### src/logic/bsl_pkg.sv
// Shared constants and types for the boot source and image loader
package bsl_pkg;

  // Internal reset phase: least time 15 us at the 20 MHz core clock
  localparam int unsigned CLK_HZ             = 20_000_000;
  localparam int unsigned RESET_PHASE_US     = 15;
  localparam int unsigned RESET_PHASE_CYCLES =
    (RESET_PHASE_US * (CLK_HZ / 1_000_000));

  // Image check constants
  localparam logic [31:0] CRC_SKIP_VALUE = 32'h0D15_AB1E;
  localparam logic [31:0] CRC_POLY       = 32'hEDB8_8320;
  localparam logic [31:0] CRC_PRESET     = 32'hFFFF_FFFF;

  // Bit position of secure boot in the security word
  localparam int unsigned SECURE_BOOT_BIT = 5;

  // First RAM and OTP address
  localparam logic [31:0] RAM_BASE = 32'h0000_0000;
  localparam logic [31:0] OTP_BASE = 32'h0000_0000;

  // Strap codes {bit2,bit1,bit0}
  localparam logic [2:0] STRAP_QSPI_HOST = 3'h0;
  localparam logic [2:0] STRAP_SPI_HOST  = 3'h1;
  localparam logic [2:0] STRAP_SPI_TGT_A = 3'h2;
  localparam logic [2:0] STRAP_SPI_TGT_B = 3'h3;
  localparam logic [2:0] STRAP_CHAN_END  = 3'h4;

  // Boot source codes shown on boot_source
  localparam logic [2:0] SRC_NONE      = 3'h0;
  localparam logic [2:0] SRC_QSPI_HOST = 3'h1;
  localparam logic [2:0] SRC_SPI_HOST  = 3'h2;
  localparam logic [2:0] SRC_SPI_TGT   = 3'h3;
  localparam logic [2:0] SRC_CHAN_END  = 3'h4;
  localparam logic [2:0] SRC_OTP       = 3'h5;

  // Loader states
  typedef enum logic [2:0] {
    BSL_RESET_PHASE,
    BSL_SIZE,
    BSL_BODY,
    BSL_CHECK,
    BSL_RUN,
    BSL_FAIL
  } bsl_state_e;

endpackage
### src/logic/bsl_loader.sv
// Boot source selection and length-prefixed image loader for one tile
// What this block does
// - Pull-downs enabled on all GPIO during reset
// - Internal reset phase runs before booting begins
// - Secure-boot bit forces OTP boot, ignores straps
// - Tile 0 source decoded from three straps
// - Tile 1 SPI target on 011, channel on other codes up to 100, none above
// - Only strap 100 enables link zero, two-wire
// - Image: word count, program words, check word
// - Check value 0D15AB1E skips CRC verification
// - Count and check value least byte first
// - Load at lowest RAM address, start there
// - CRC covers count bytes and program bytes
// - Reflected CRC-32, preset ones, final invert
// - Secure boot reads OTP from address zero
`timescale 1ns/1ps
`default_nettype none

module bsl_loader #(
  parameter int unsigned TILE_INDEX   = 0,
  parameter int unsigned PHASE_CYCLES = bsl_pkg::RESET_PHASE_CYCLES,
  parameter int unsigned GPIO_COUNT   = 8
) (
  input  wire logic                  clk,
  input  wire logic                  reset_n,
  input  wire logic                  boot_strap_bit0,
  input  wire logic                  boot_strap_bit1,
  input  wire logic                  boot_strap_bit2,
  input  wire logic [31:0]           security_word,
  input  wire logic [7:0]            src_byte,
  input  wire logic                  src_valid,
  output logic                       src_ready,
  output logic [31:0]                otp_addr,
  output logic [31:0]                ram_addr,
  output logic [31:0]                ram_wdata,
  output logic                       ram_we,
  input  wire logic                  ram_ready,
  output logic [GPIO_COUNT-1:0]      gpio_pull_down,
  output logic [2:0]                 boot_source,
  output logic                       first_interchip_link,
  output logic                       link_two_wire,
  output logic                       boot_busy,
  output logic                       run_start,
  output logic [31:0]                run_addr,
  output logic                       boot_fail
);

  // Elaboration checks on parameters the logic cannot serve
  // Straps need two sync edges before the phase end reads them
  if (PHASE_CYCLES < 3) begin : g_chk_phase
    $error("PHASE_CYCLES must be at least three");
  end
  if (TILE_INDEX > 1) begin : g_chk_tile
    $error("TILE_INDEX must be 0 or 1");
  end
  if (GPIO_COUNT < 1) begin : g_chk_gpio
    $error("GPIO_COUNT must be at least one");
  end

  // One reflected CRC-32 byte step, used for count and program bytes
  function automatic logic [31:0] crc_byte(input logic [31:0] crc,
                                           input logic [7:0]  data);
    logic [31:0] c;
    c = crc ^ {24'h00_0000, data};
    for (int i = 0; i < 8; i++) begin
      c = c[0] ? ((c >> 1) ^ bsl_pkg::CRC_POLY) : (c >> 1);
    end
    return c;
  endfunction

  // Two-flop synchronisers for the strap pins
  logic [2:0] strap_meta_ff;    // First stage, read by second only
  logic [2:0] strap_sync_ff;    // Safe strap levels

  always_ff @(posedge clk or negedge reset_n) begin
    if (!reset_n) begin
      strap_meta_ff <= 3'h0;
      strap_sync_ff <= 3'h0;
    end else begin
      strap_meta_ff <= {boot_strap_bit2, boot_strap_bit1, boot_strap_bit0};
      strap_sync_ff <= strap_meta_ff;
    end
  end

  // Control and datapath registers
  bsl_pkg::bsl_state_e state_ff;   // Loader phase
  logic [31:0] phase_cnt_ff;       // Internal reset phase counter
  logic [1:0]  byte_idx_ff;        // Byte position inside a word
  logic [31:0] shift_ff;           // Little-endian word assembly
  logic [31:0] words_left_ff;      // Program words still to come
  logic [31:0] crc_ff;             // Running CRC register
  logic [31:0] wr_addr_ff;         // Next RAM word address

  // Two-entry buffer between the assembler and RAM writes
  logic [31:0] buf_data_ff [2];    // Storage by index
  logic [31:0] buf_addr_ff [2];
  logic        buf_wp_ff;          // Write index
  logic        buf_rp_ff;          // Read index
  logic [1:0]  buf_cnt_ff;         // Occupancy

  // Output registers
  logic [2:0]  boot_source_ff;
  logic        link_en_ff;
  logic        src_ready_ff;
  logic        ram_we_ff;
  logic [31:0] ram_addr_ff;
  logic [31:0] ram_wdata_ff;
  logic        run_start_ff;
  logic        boot_fail_ff;
  logic        boot_busy_ff;       // Loading under way
  logic        gpio_pd_ff;
  logic [31:0] otp_addr_ff;

  // Boot source decode, secure boot taking precedence
  wire logic       secure_boot = security_word[bsl_pkg::SECURE_BOOT_BIT];
  wire logic [2:0] tile0_src =
    (strap_sync_ff == bsl_pkg::STRAP_QSPI_HOST) ? bsl_pkg::SRC_QSPI_HOST :
    (strap_sync_ff == bsl_pkg::STRAP_SPI_HOST)  ? bsl_pkg::SRC_SPI_HOST :
    (strap_sync_ff == bsl_pkg::STRAP_SPI_TGT_A ||
     strap_sync_ff == bsl_pkg::STRAP_SPI_TGT_B) ? bsl_pkg::SRC_SPI_TGT :
    (strap_sync_ff == bsl_pkg::STRAP_CHAN_END)  ? bsl_pkg::SRC_CHAN_END :
                                                  bsl_pkg::SRC_NONE;
  wire logic [2:0] tile1_src =
    (strap_sync_ff == bsl_pkg::STRAP_SPI_TGT_B) ? bsl_pkg::SRC_SPI_TGT :
    (strap_sync_ff <= bsl_pkg::STRAP_CHAN_END)  ? bsl_pkg::SRC_CHAN_END :
                                                  bsl_pkg::SRC_NONE;
  wire logic [2:0] pick_src = secure_boot ? bsl_pkg::SRC_OTP :
                              (TILE_INDEX == 0) ? tile0_src : tile1_src;
  wire logic       pick_link = !secure_boot &&
                               (strap_sync_ff == bsl_pkg::STRAP_CHAN_END);

  // Byte handshake and word assembly, LSB first
  wire logic        byte_take  = src_ready_ff && src_valid;
  wire logic [31:0] word_now   = {src_byte, shift_ff[31:8]};
  wire logic        word_done  = byte_take && (byte_idx_ff == 2'h3);
  wire logic [31:0] crc_next   = crc_byte(crc_ff, src_byte);
  wire logic        buf_full   = (buf_cnt_ff == 2'h2);
  wire logic        buf_empty  = (buf_cnt_ff == 2'h0);
  wire logic        buf_push   = word_done && (state_ff == bsl_pkg::BSL_BODY);
  wire logic        buf_pop    = !buf_empty && (!ram_we_ff || ram_ready);
  wire logic        in_load    = (state_ff == bsl_pkg::BSL_SIZE) ||
                                 (state_ff == bsl_pkg::BSL_BODY) ||
                                 (state_ff == bsl_pkg::BSL_CHECK);
  // Stall the source when buffer could overflow on this byte
  // Also drop ready on the last check byte, so nothing is taken after end
  wire logic        nxt_src_ready = in_load && !buf_full &&
                                    !(buf_cnt_ff == 2'h1 && !buf_pop &&
                                      byte_idx_ff == 2'h3 && byte_take) &&
                                    !(state_ff == bsl_pkg::BSL_CHECK &&
                                      word_done);
  wire logic        check_pass =
    (word_now == bsl_pkg::CRC_SKIP_VALUE) ||
    (word_now == ~crc_ff);

  // Next state of the loader
  bsl_pkg::bsl_state_e nxt_state;
  always_comb begin
    nxt_state = state_ff;
    case (state_ff)
      bsl_pkg::BSL_RESET_PHASE: begin
        if (phase_cnt_ff >= PHASE_CYCLES - 1) begin
          nxt_state = (pick_src == bsl_pkg::SRC_NONE) ?
                      bsl_pkg::BSL_FAIL : bsl_pkg::BSL_SIZE;
        end
      end
      bsl_pkg::BSL_SIZE: begin
        if (word_done) begin
          nxt_state = (word_now == 32'h0000_0000) ?
                      bsl_pkg::BSL_CHECK : bsl_pkg::BSL_BODY;
        end
      end
      bsl_pkg::BSL_BODY: begin
        if (word_done && words_left_ff == 32'h0000_0001) begin
          nxt_state = bsl_pkg::BSL_CHECK;
        end
      end
      bsl_pkg::BSL_CHECK: begin
        // Verdict on the last check byte; the RAM drain is awaited later by run start
        if (word_done) begin
          nxt_state = check_pass ? bsl_pkg::BSL_RUN :
                                   bsl_pkg::BSL_FAIL;
        end
      end
      bsl_pkg::BSL_RUN:  nxt_state = bsl_pkg::BSL_RUN;
      bsl_pkg::BSL_FAIL: nxt_state = bsl_pkg::BSL_FAIL;
      default:           nxt_state = bsl_pkg::BSL_FAIL;
    endcase
  end

  // Start of execution waits for RAM writes to drain
  wire logic ram_idle  = buf_empty && (!ram_we_ff || ram_ready);
  wire logic nxt_start = (state_ff == bsl_pkg::BSL_RUN) && ram_idle &&
                         !run_start_ff;

  // Phase counter, straps latched once at its end
  always_ff @(posedge clk or negedge reset_n) begin
    if (!reset_n) begin
      state_ff       <= bsl_pkg::BSL_RESET_PHASE;
      phase_cnt_ff   <= 32'h0000_0000;
      boot_source_ff <= bsl_pkg::SRC_NONE;
      link_en_ff     <= 1'b0;
      gpio_pd_ff     <= 1'b1;
    end else begin
      state_ff <= nxt_state;
      if (state_ff == bsl_pkg::BSL_RESET_PHASE) begin
        phase_cnt_ff <= phase_cnt_ff + 32'h0000_0001;
        if (nxt_state != bsl_pkg::BSL_RESET_PHASE) begin
          boot_source_ff <= pick_src;
          link_en_ff     <= pick_link;
          gpio_pd_ff     <= 1'b0;
        end
      end
    end
  end

  // Byte assembly, word count and CRC
  always_ff @(posedge clk or negedge reset_n) begin
    if (!reset_n) begin
      byte_idx_ff   <= 2'h0;
      shift_ff      <= 32'h0000_0000;
      words_left_ff <= 32'h0000_0000;
      crc_ff        <= bsl_pkg::CRC_PRESET;
      src_ready_ff  <= 1'b0;
    end else begin
      src_ready_ff <= nxt_src_ready;
      if (byte_take) begin
        byte_idx_ff <= byte_idx_ff + 2'h1;
        shift_ff    <= word_now;
        // Check word bytes stay out of the CRC
        if (state_ff != bsl_pkg::BSL_CHECK) begin
          crc_ff <= crc_next;
        end
      end
      if (word_done && state_ff == bsl_pkg::BSL_SIZE) begin
        words_left_ff <= word_now;
      end else if (buf_push) begin
        words_left_ff <= words_left_ff - 32'h0000_0001;
      end
    end
  end

  // Two-entry buffer, then RAM write port
  always_ff @(posedge clk or negedge reset_n) begin
    if (!reset_n) begin
      buf_data_ff[0] <= 32'h0000_0000;
      buf_data_ff[1] <= 32'h0000_0000;
      buf_addr_ff[0] <= 32'h0000_0000;
      buf_addr_ff[1] <= 32'h0000_0000;
      buf_wp_ff      <= 1'b0;
      buf_rp_ff      <= 1'b0;
      buf_cnt_ff     <= 2'h0;
      wr_addr_ff     <= bsl_pkg::RAM_BASE;
      ram_we_ff      <= 1'b0;
      ram_addr_ff    <= 32'h0000_0000;
      ram_wdata_ff   <= 32'h0000_0000;
    end else begin
      if (buf_push) begin
        buf_data_ff[buf_wp_ff] <= word_now;
        buf_addr_ff[buf_wp_ff] <= wr_addr_ff;
        buf_wp_ff              <= ~buf_wp_ff;
        wr_addr_ff             <= wr_addr_ff + 32'h0000_0004;
      end
      buf_cnt_ff <= buf_cnt_ff + {1'b0, buf_push} - {1'b0, buf_pop};
      if (buf_pop) begin
        ram_we_ff    <= 1'b1;
        ram_addr_ff  <= buf_addr_ff[buf_rp_ff];
        ram_wdata_ff <= buf_data_ff[buf_rp_ff];
        buf_rp_ff    <= ~buf_rp_ff;
      end else if (ram_ready) begin
        ram_we_ff <= 1'b0;
      end
    end
  end

  // Outcome flags and OTP read pointer
  always_ff @(posedge clk or negedge reset_n) begin
    if (!reset_n) begin
      run_start_ff <= 1'b0;
      boot_fail_ff <= 1'b0;
      boot_busy_ff <= 1'b0;
      otp_addr_ff  <= bsl_pkg::OTP_BASE;
    end else begin
      run_start_ff <= run_start_ff | nxt_start;
      boot_fail_ff <= (nxt_state == bsl_pkg::BSL_FAIL);
      // Busy from phase end until the program starts or boot fails
      boot_busy_ff <= (nxt_state != bsl_pkg::BSL_RESET_PHASE) &&
                      (nxt_state != bsl_pkg::BSL_FAIL) &&
                      !(run_start_ff || nxt_start);
      // OTP byte pointer advances per accepted byte from address 0
      if (boot_source_ff == bsl_pkg::SRC_OTP && byte_take) begin
        otp_addr_ff <= otp_addr_ff + 32'h0000_0001;
      end
    end
  end

  // Outputs straight from flip-flops, except run_addr which is the constant RAM_BASE
  assign src_ready            = src_ready_ff;
  assign otp_addr             = otp_addr_ff;
  assign ram_addr             = ram_addr_ff;
  assign ram_wdata            = ram_wdata_ff;
  assign ram_we               = ram_we_ff;
  assign gpio_pull_down       = {GPIO_COUNT{gpio_pd_ff}};
  assign boot_source          = boot_source_ff;
  assign first_interchip_link = link_en_ff;
  assign link_two_wire        = link_en_ff;
  assign boot_busy            = boot_busy_ff;
  assign run_start            = run_start_ff;
  assign run_addr             = bsl_pkg::RAM_BASE;
  assign boot_fail            = boot_fail_ff;

endmodule

`default_nettype wire

### config.mk
export PLATFORM = sky130hd
export DESIGN_NAME = bsl_loader
export DESIGN_NICKNAME = d
export VERILOG_FILES = /design/src/logic/bsl_pkg.sv /design/src/logic/bsl_loader.sv
export SDC_FILE = /design/constraint.sdc
export NUM_CORES = 1
export LEC_CHECK = 0
export ABC_AREA = 1
export BUFFER_PORTS_ARGS = -buffer_cell sky130_fd_sc_hd__buf_2
export CORE_ASPECT_RATIO = 0.8
export CORE_UTILIZATION = 55
export CTS_CLUSTER_DIAMETER = 120
export DETAILED_ROUTE_END_ITERATION = 10
export GPL_TIMING_DRIVEN = 1
export HOLD_SLACK_MARGIN = 0.12
export PLACE_DENSITY = 0.8
export SETUP_SLACK_MARGIN = 0.4
export SKIP_CTS_REPAIR_TIMING = 1
export SYNTH_ARGS = -nofsm -noshare
export SYNTH_HDL_FRONTEND = slang
export SYNTH_SLANG_ARGS = --single-unit
### constraint.sdc
create_clock -name clk -period 3.2 [get_ports clk]
set_input_delay 0.32 -clock clk [delete_from_list [all_inputs] [get_ports clk]]
set_output_delay 0.32 -clock clk [all_outputs]
set_load 0.005 [all_outputs]
# Yosys cells after proc, flatten, opt, wreduce, memory -nomap -nowiden
# Index checks and enable logic that the tools add are counted.
[op_classes]
addsub = 7
order_cmp = 4
n_eq_ne = 18
muxes = 35
bitwise = 15
n_reduce_logical = 46
[op_table]
columns = ["op", "n"]
rows = [
  ["two-way mux 32 bit", 17],
  ["bitwise mux 64 bit", 2],
  ["NOT 13 -> 14 bit", 8],
  ["adder 32 x 1 -> 32 bit (second input constant)", 2],
  ["adder 32 x 3 -> 32 bit (second input constant)", 1],
  ["demux 32 bit (select 1 bit)", 1],
  ["equality test 32 x 1 -> 1 bit (second input constant)", 1],
  ["equality test 32 x 28 -> 1 bit (second input constant)", 1],
  ["equality test 32 bit", 1],
  [">= comparator 32 x 9 -> 1 bit (second input constant)", 1],
  ["zero test 32 bit", 1],
  ["NOT 32 bit", 1],
  ["subtractor 32 x 1 -> 32 bit (second input constant)", 1],
  ["bitwise XOR 32 x 8 -> 32 bit", 1],
  ["two-way mux 3 bit", 10],
  ["logical AND 1 bit", 21],
  ["case mux 3 bit (5 select lines)", 1],
  ["equality test 3 x 2 -> 1 bit (second input constant)", 4],
  ["equality test 3 bit (second input constant)", 4],
  ["zero test 1 bit", 9],
  ["zero test 3 bit", 3],
  ["equality test 3 x 1 -> 1 bit (second input constant)", 2],
  ["logical OR 1 bit", 6],
  ["equality test 2 bit (second input constant)", 2],
  ["16 further kinds", 24],
]
[word_totals]
register_bits = 409
input_bits = 47
out_inout_bits = 146
word_cells = 152

# Depth between registers and ports, before layout
[depth]
depth_word = 17
ltp_mapped = 15
mapped_depth_nobuf = 14

# Worst setup path after synthesis
# Ideal clock, no wire load.
[synth_timing]
kind = "reg-to-reg"
from = "register byte_idx_ff[0]"
to = "register buf_cnt_ff[0]"
setup_ps = 126
arrival_ps = 1887
required_ps = 3074
setup_slack_ps = 1187
stages_incl_launch_ff = 10
path_buffers = 2
synth_period_minus_slack_ps = 2013
path_cell_list = "dfrtp_1 > ha_1 > nand2_2 > nor2_4 > inv_1 > clkbuf_1 > clkbuf_1 > ha_1 > inv_1 > ha_1"
[synth_between]
elab_chain_len = 5
[synth_rtl]
columns = ["item", "line", "source"]
rows = [
  ["from (decl)", "bsl_loader.sv:88", "logic [1:0] byte_idx_ff;"],
  ["from (signal assigned)", "bsl_loader.sv:227", "byte_idx_ff <= byte_idx_ff + 2'h1;"],
  ["equality test 2 bit", "bsl_loader.sv:135", "wire logic word_done = byte_take && (byte_idx_ff == 2'h3);"],
  ["logical AND 1 bit", "bsl_loader.sv:135", ""],
  ["logical AND 1 bit", "bsl_loader.sv:139", "wire logic buf_push = word_done && (state_ff == bsl_pkg::BSL_BODY);"],
  ["adder 2 x 1 -> 2 bit", "bsl_loader.sv:263", "buf_cnt_ff <= buf_cnt_ff + {1'b0, buf_push} - {1'b0, buf_pop};"],
  ["subtractor 2 x 1 -> 2 bit", "bsl_loader.sv:263", ""],
  ["to (signal assigned)", "bsl_loader.sv:263", ""],
  ["to (decl)", "bsl_loader.sv:99", "logic [1:0] buf_cnt_ff;"],
]
# Every way passes these cells.
# A chain may end at the register's enable or synchronous reset.

# Worst setup path in the final report
[layout_timing]
from = "register state_ff[2]"
to = "register buf_data_ff[1] in the netlist's numbering"
[layout_between]
elab_chain_len = 2
[layout_rtl]
columns = ["item", "line", "source"]
rows = [
  ["from (decl)", "bsl_loader.sv:86", "bsl_pkg::bsl_state_e state_ff;"],
  ["from (signal assigned)", "bsl_loader.sv:198", "state_ff <= bsl_pkg::BSL_RESET_PHASE;"],
  ["from (signal assigned)", "bsl_loader.sv:204", "state_ff <= nxt_state;"],
  ["equality test 3 x 2 -> 1 bit", "bsl_loader.sv:139", ""],
  ["logical AND 1 bit", "bsl_loader.sv:139", ""],
  ["to (signal, indexed assignment)", "bsl_loader.sv:258", "buf_data_ff[buf_wp_ff] <= word_now;"],
  ["to (decl)", "bsl_loader.sv:95", "logic [31:0] buf_data_ff [2];"],
]
# Every way passes these cells.

==> flow_summary.toml <==
[cells_and_area]
num_antenna_cells = 0
regArea_um2 = 9880
final_net_count = 2358
multiInputGateArea_um2 = 7860
nFillCells = 2759
area_growth_pct = 12.2
drive_above_1_share_pct = 13.1
design_area_um2 = 21200
fin_util_pct = 62.8
final_common_cell = "nand2_1"
final_cell_mix = "593 x nand2_1, 359 x dfrtp_1, 219 x nor2_1"

[logic_synthesis]
ys_types = 54
synth-async-reset-ratio_pct = 100
muxShareOfSynthArea_pct = 0.0595
synth_edf_count = 0
synthTopCellsByArea = "dfrtp_1 48%, nand2_1 12%, xor2_1 5.8%, dfstp_2 4.6%, nor2_1 4.3%"
syn_avg_cell_area_um2 = 8.62
yosysTopAreaCellShare_pct = 47.6
synthAdderAreaFrac_pct = 0.529
netlist_area_um2 = 18900
synth_flop_cell = "dfrtp_1"
ys.warnings.count = 0
syn-instance-count = 2196
ys_seq_elements = 393
synth_top_family_by_area = "simple AND/OR/NAND/NOR gates"
yosys.area_share.simple_pct = 22.2
synth_top_area_cell = "dfrtp_1"
synth_xor_area_share_pct = 8.68
synth_compound_area_share_pct = 9.38
ys_seq_area_share_pct = 52.2

[detailed_routing]
dr_wl_met3_um = 3090
drt-met1-wl_um = 20300
detail-route-antenna-nets = 0
drc = 0
dr.pass1.iters = 6
met2WireLength_um = 20600
wl_per_cell_um = 16.2
vias = 15200
dr.max_layer_used = "met5"
first_iter_violations = 1356
totalWireLength_um = 44800
via_per_inst = 5.48

[cts]
htree_num_levels = 2
numCtsBuffers = 40
cts_tree = "built"
clk_latency_ns = 0.56
clk_pin_slew_ns = 0.06
cts.sinks = 393
cts_buffer_depth = 3
cts-root-buf = "clkbuf_16"

[timing]
timing.final.hold_violations = 0
tns_ns = 0
worst_slew_pin_slew_ns = 1.06
hold_slack_ns = 0.148
post-route-min-period_ns = 2.37
fmax_mhz = 422
finalMaxSlewViolations = 0
finalSetupViolations = 0
post-route-period-util_pct = 74.1
relSlewSlack_pct = 29.4
rsz0062_at_grt = "false"
clock_skew_ns = 0.0251

[worst_setup_path]
crit_slowest_cell = "dfrtp_1"
reg2reg_from = "state_ff[2]$_DFF_PN0_"
crit_family = "simple AND/OR/NAND/NOR gates"
crit_fanout = 66
critPathLaunch = "state_ff[2]$_DFF_PN0_"
path_cells = "inv_2, nand3_1, nor2_4, buf_4, nand2_4, buf_12, nand2_1, o21ai_0"
path_depth = 8
worstPathRequired_ns = 3.62
path_buf_inv = 3
cp-end-kind = "flop"
cp.arrival_ns = 2.80
start_kind = "flop"
r2r_cells = 8
max_stage_delay_ns = 0.46
path_class = "reg -> reg"

[min_path]
min_path_type = "in -> reg"
hold-path-cell-count = 4
hp-start = "ram_ready"

[floorplan]
start_util_pct = 56.0
io_pins = 193
num_rows = 60
die_x_um = 209
fp.dieH_um = 168
dieArea_um2 = 35200
coreArea_um2 = 33800

[grt]
grt_use_total_pct = 25.9
grt_pass1_wl_um = 73800
grt_max_degree = 125
first_global_vias = 14400
antenna_found_initial = 2
overflow = 0

[pwr]
cellPowerDensity_nw_per_um2 = 892
p_total_w = 0.0189
p_comb_share_pct = 33.7
switching_share_pct = 37.8
p_switching_w = 0.00716
p_leak_nw = 10.4
pwr-share-clk_pct = 25.3
vdd_ir_drop_max_mv = 0.770
seqPwrFrac_pct = 40.9
p_int_w = 0.0118

[placed_design]
dp_hpwl_um = 30100
placed_cell_area_um2 = 19800
place.gp.congestion = 0.906
place.port_buffers = 127

[flow_run]
drv_cap = 0

[outcome]
status = "finished, final reports clean"
==> state kept, by name (all words and copies together) (netlist names), 2 cells and up <==
signal / count
state_ff: 3
boot_source: 3
strap_meta_ff: 3
ram_addr: 30
phase_cnt_ff: 32
otp_addr: 32
words_left_ff: 32
buf_cnt_ff: 2
buf_addr_ff: 60
strap_sync_ff: 3
byte_idx_ff: 2
buf_data_ff: 64
crc_ff: 32
shift_ff: 24
ram_wdata: 32
wr_addr_ff: 30
==> synth_stat cells (all sizes together) (49+ instances only) <==
cell type / instances
a31oi: 63
buf: 60
clkbuf: 58
dfrtp: 360
inv: 184
nand2: 608
nand3: 51
nand4: 49
nor2: 234
o21ai: 198
xnor2: 52
xor2: 127
==> final timing paths <==
check / slack, ns / endpoint
hold reg to reg: 0.35 / strap_sync_ff[1]$_DFF_PN0_
min in group asynchronous: 0.33 / ram_addr[16]$_DFFE_PN0P_
max in group asynchronous: 1.94 / strap_sync_ff[2]$_DFF_PN0_
hold / removal: 0.15 / ram_we$_DFFE_PN0P_
setup / recovery: 0.83 / buf_data_ff[1]$_DFFE_PN0P_
setup reg to reg: 0.83 / buf_data_ff[1]$_DFFE_PN0P_
==> area by class of cell <==
class                      instances  share of cell area [%]
multi-input combinational       1534                    37.0
clock inverter                    16                   0.825
tap                              434                    2.56
clock buffer                      56                    5.52
sequential                       393                    46.5
timing repair buffer             150                    4.27
inverter                         184                    3.28
==> metal layers <==
layer / GRT usage [%] / vias up
li1: - / 7225
met1: 37.8 / 7345
met2: 40.2 / 537
met3: 4.23 / 63
met4: 6.87 / 2
met5: 0 / -
==> logic make-up after synthesis <==
group	count (synthesis)
xor gates and xnor gates	179
other	1
adders and majority gates	8
buffers and inverters	302
muxes	1
and+or+nand+nor	1001
AOI/OAI and AO/OA	311
DFF	393
==> tightest hold or removal path: stages <==
cell     delay, ns
buf_2         0.07
nor2_1        0.05
inv_1         0.11
nand2_1       0.09
==> stage by stage <==
stage / cells / setup WS (ns)
2_1_floorplan: 2229 / 1.19
3_3_place_gp: 2690 / 0.900
3_5_place_dp: 2690 / 0.846
4_1_cts: 2762 / 0.847
5_1_grt: 2767 / 0.640
6_report: 2767 / 0.829
==> power by group through the flow <==
| stage | Combinational, W | Sequential [W] | Clock, W |
|---|---|---|---|
| final | 0.00639 | 0.00775 | 0.00480 |
| after global routing | 0.00721 | 0.00793 | 0.00507 |
| after CTS | 0.00639 | 0.00773 | 0.00487 |
| after detailed placement | 0.00634 | 0.00779 | 0 |
| after global placement | 0.00612 | 0.00773 | 0 |
| after floorplan | 0.00460 | 0.00750 | 0 |
No activity file was read; power rests on OpenSTA's default activity.
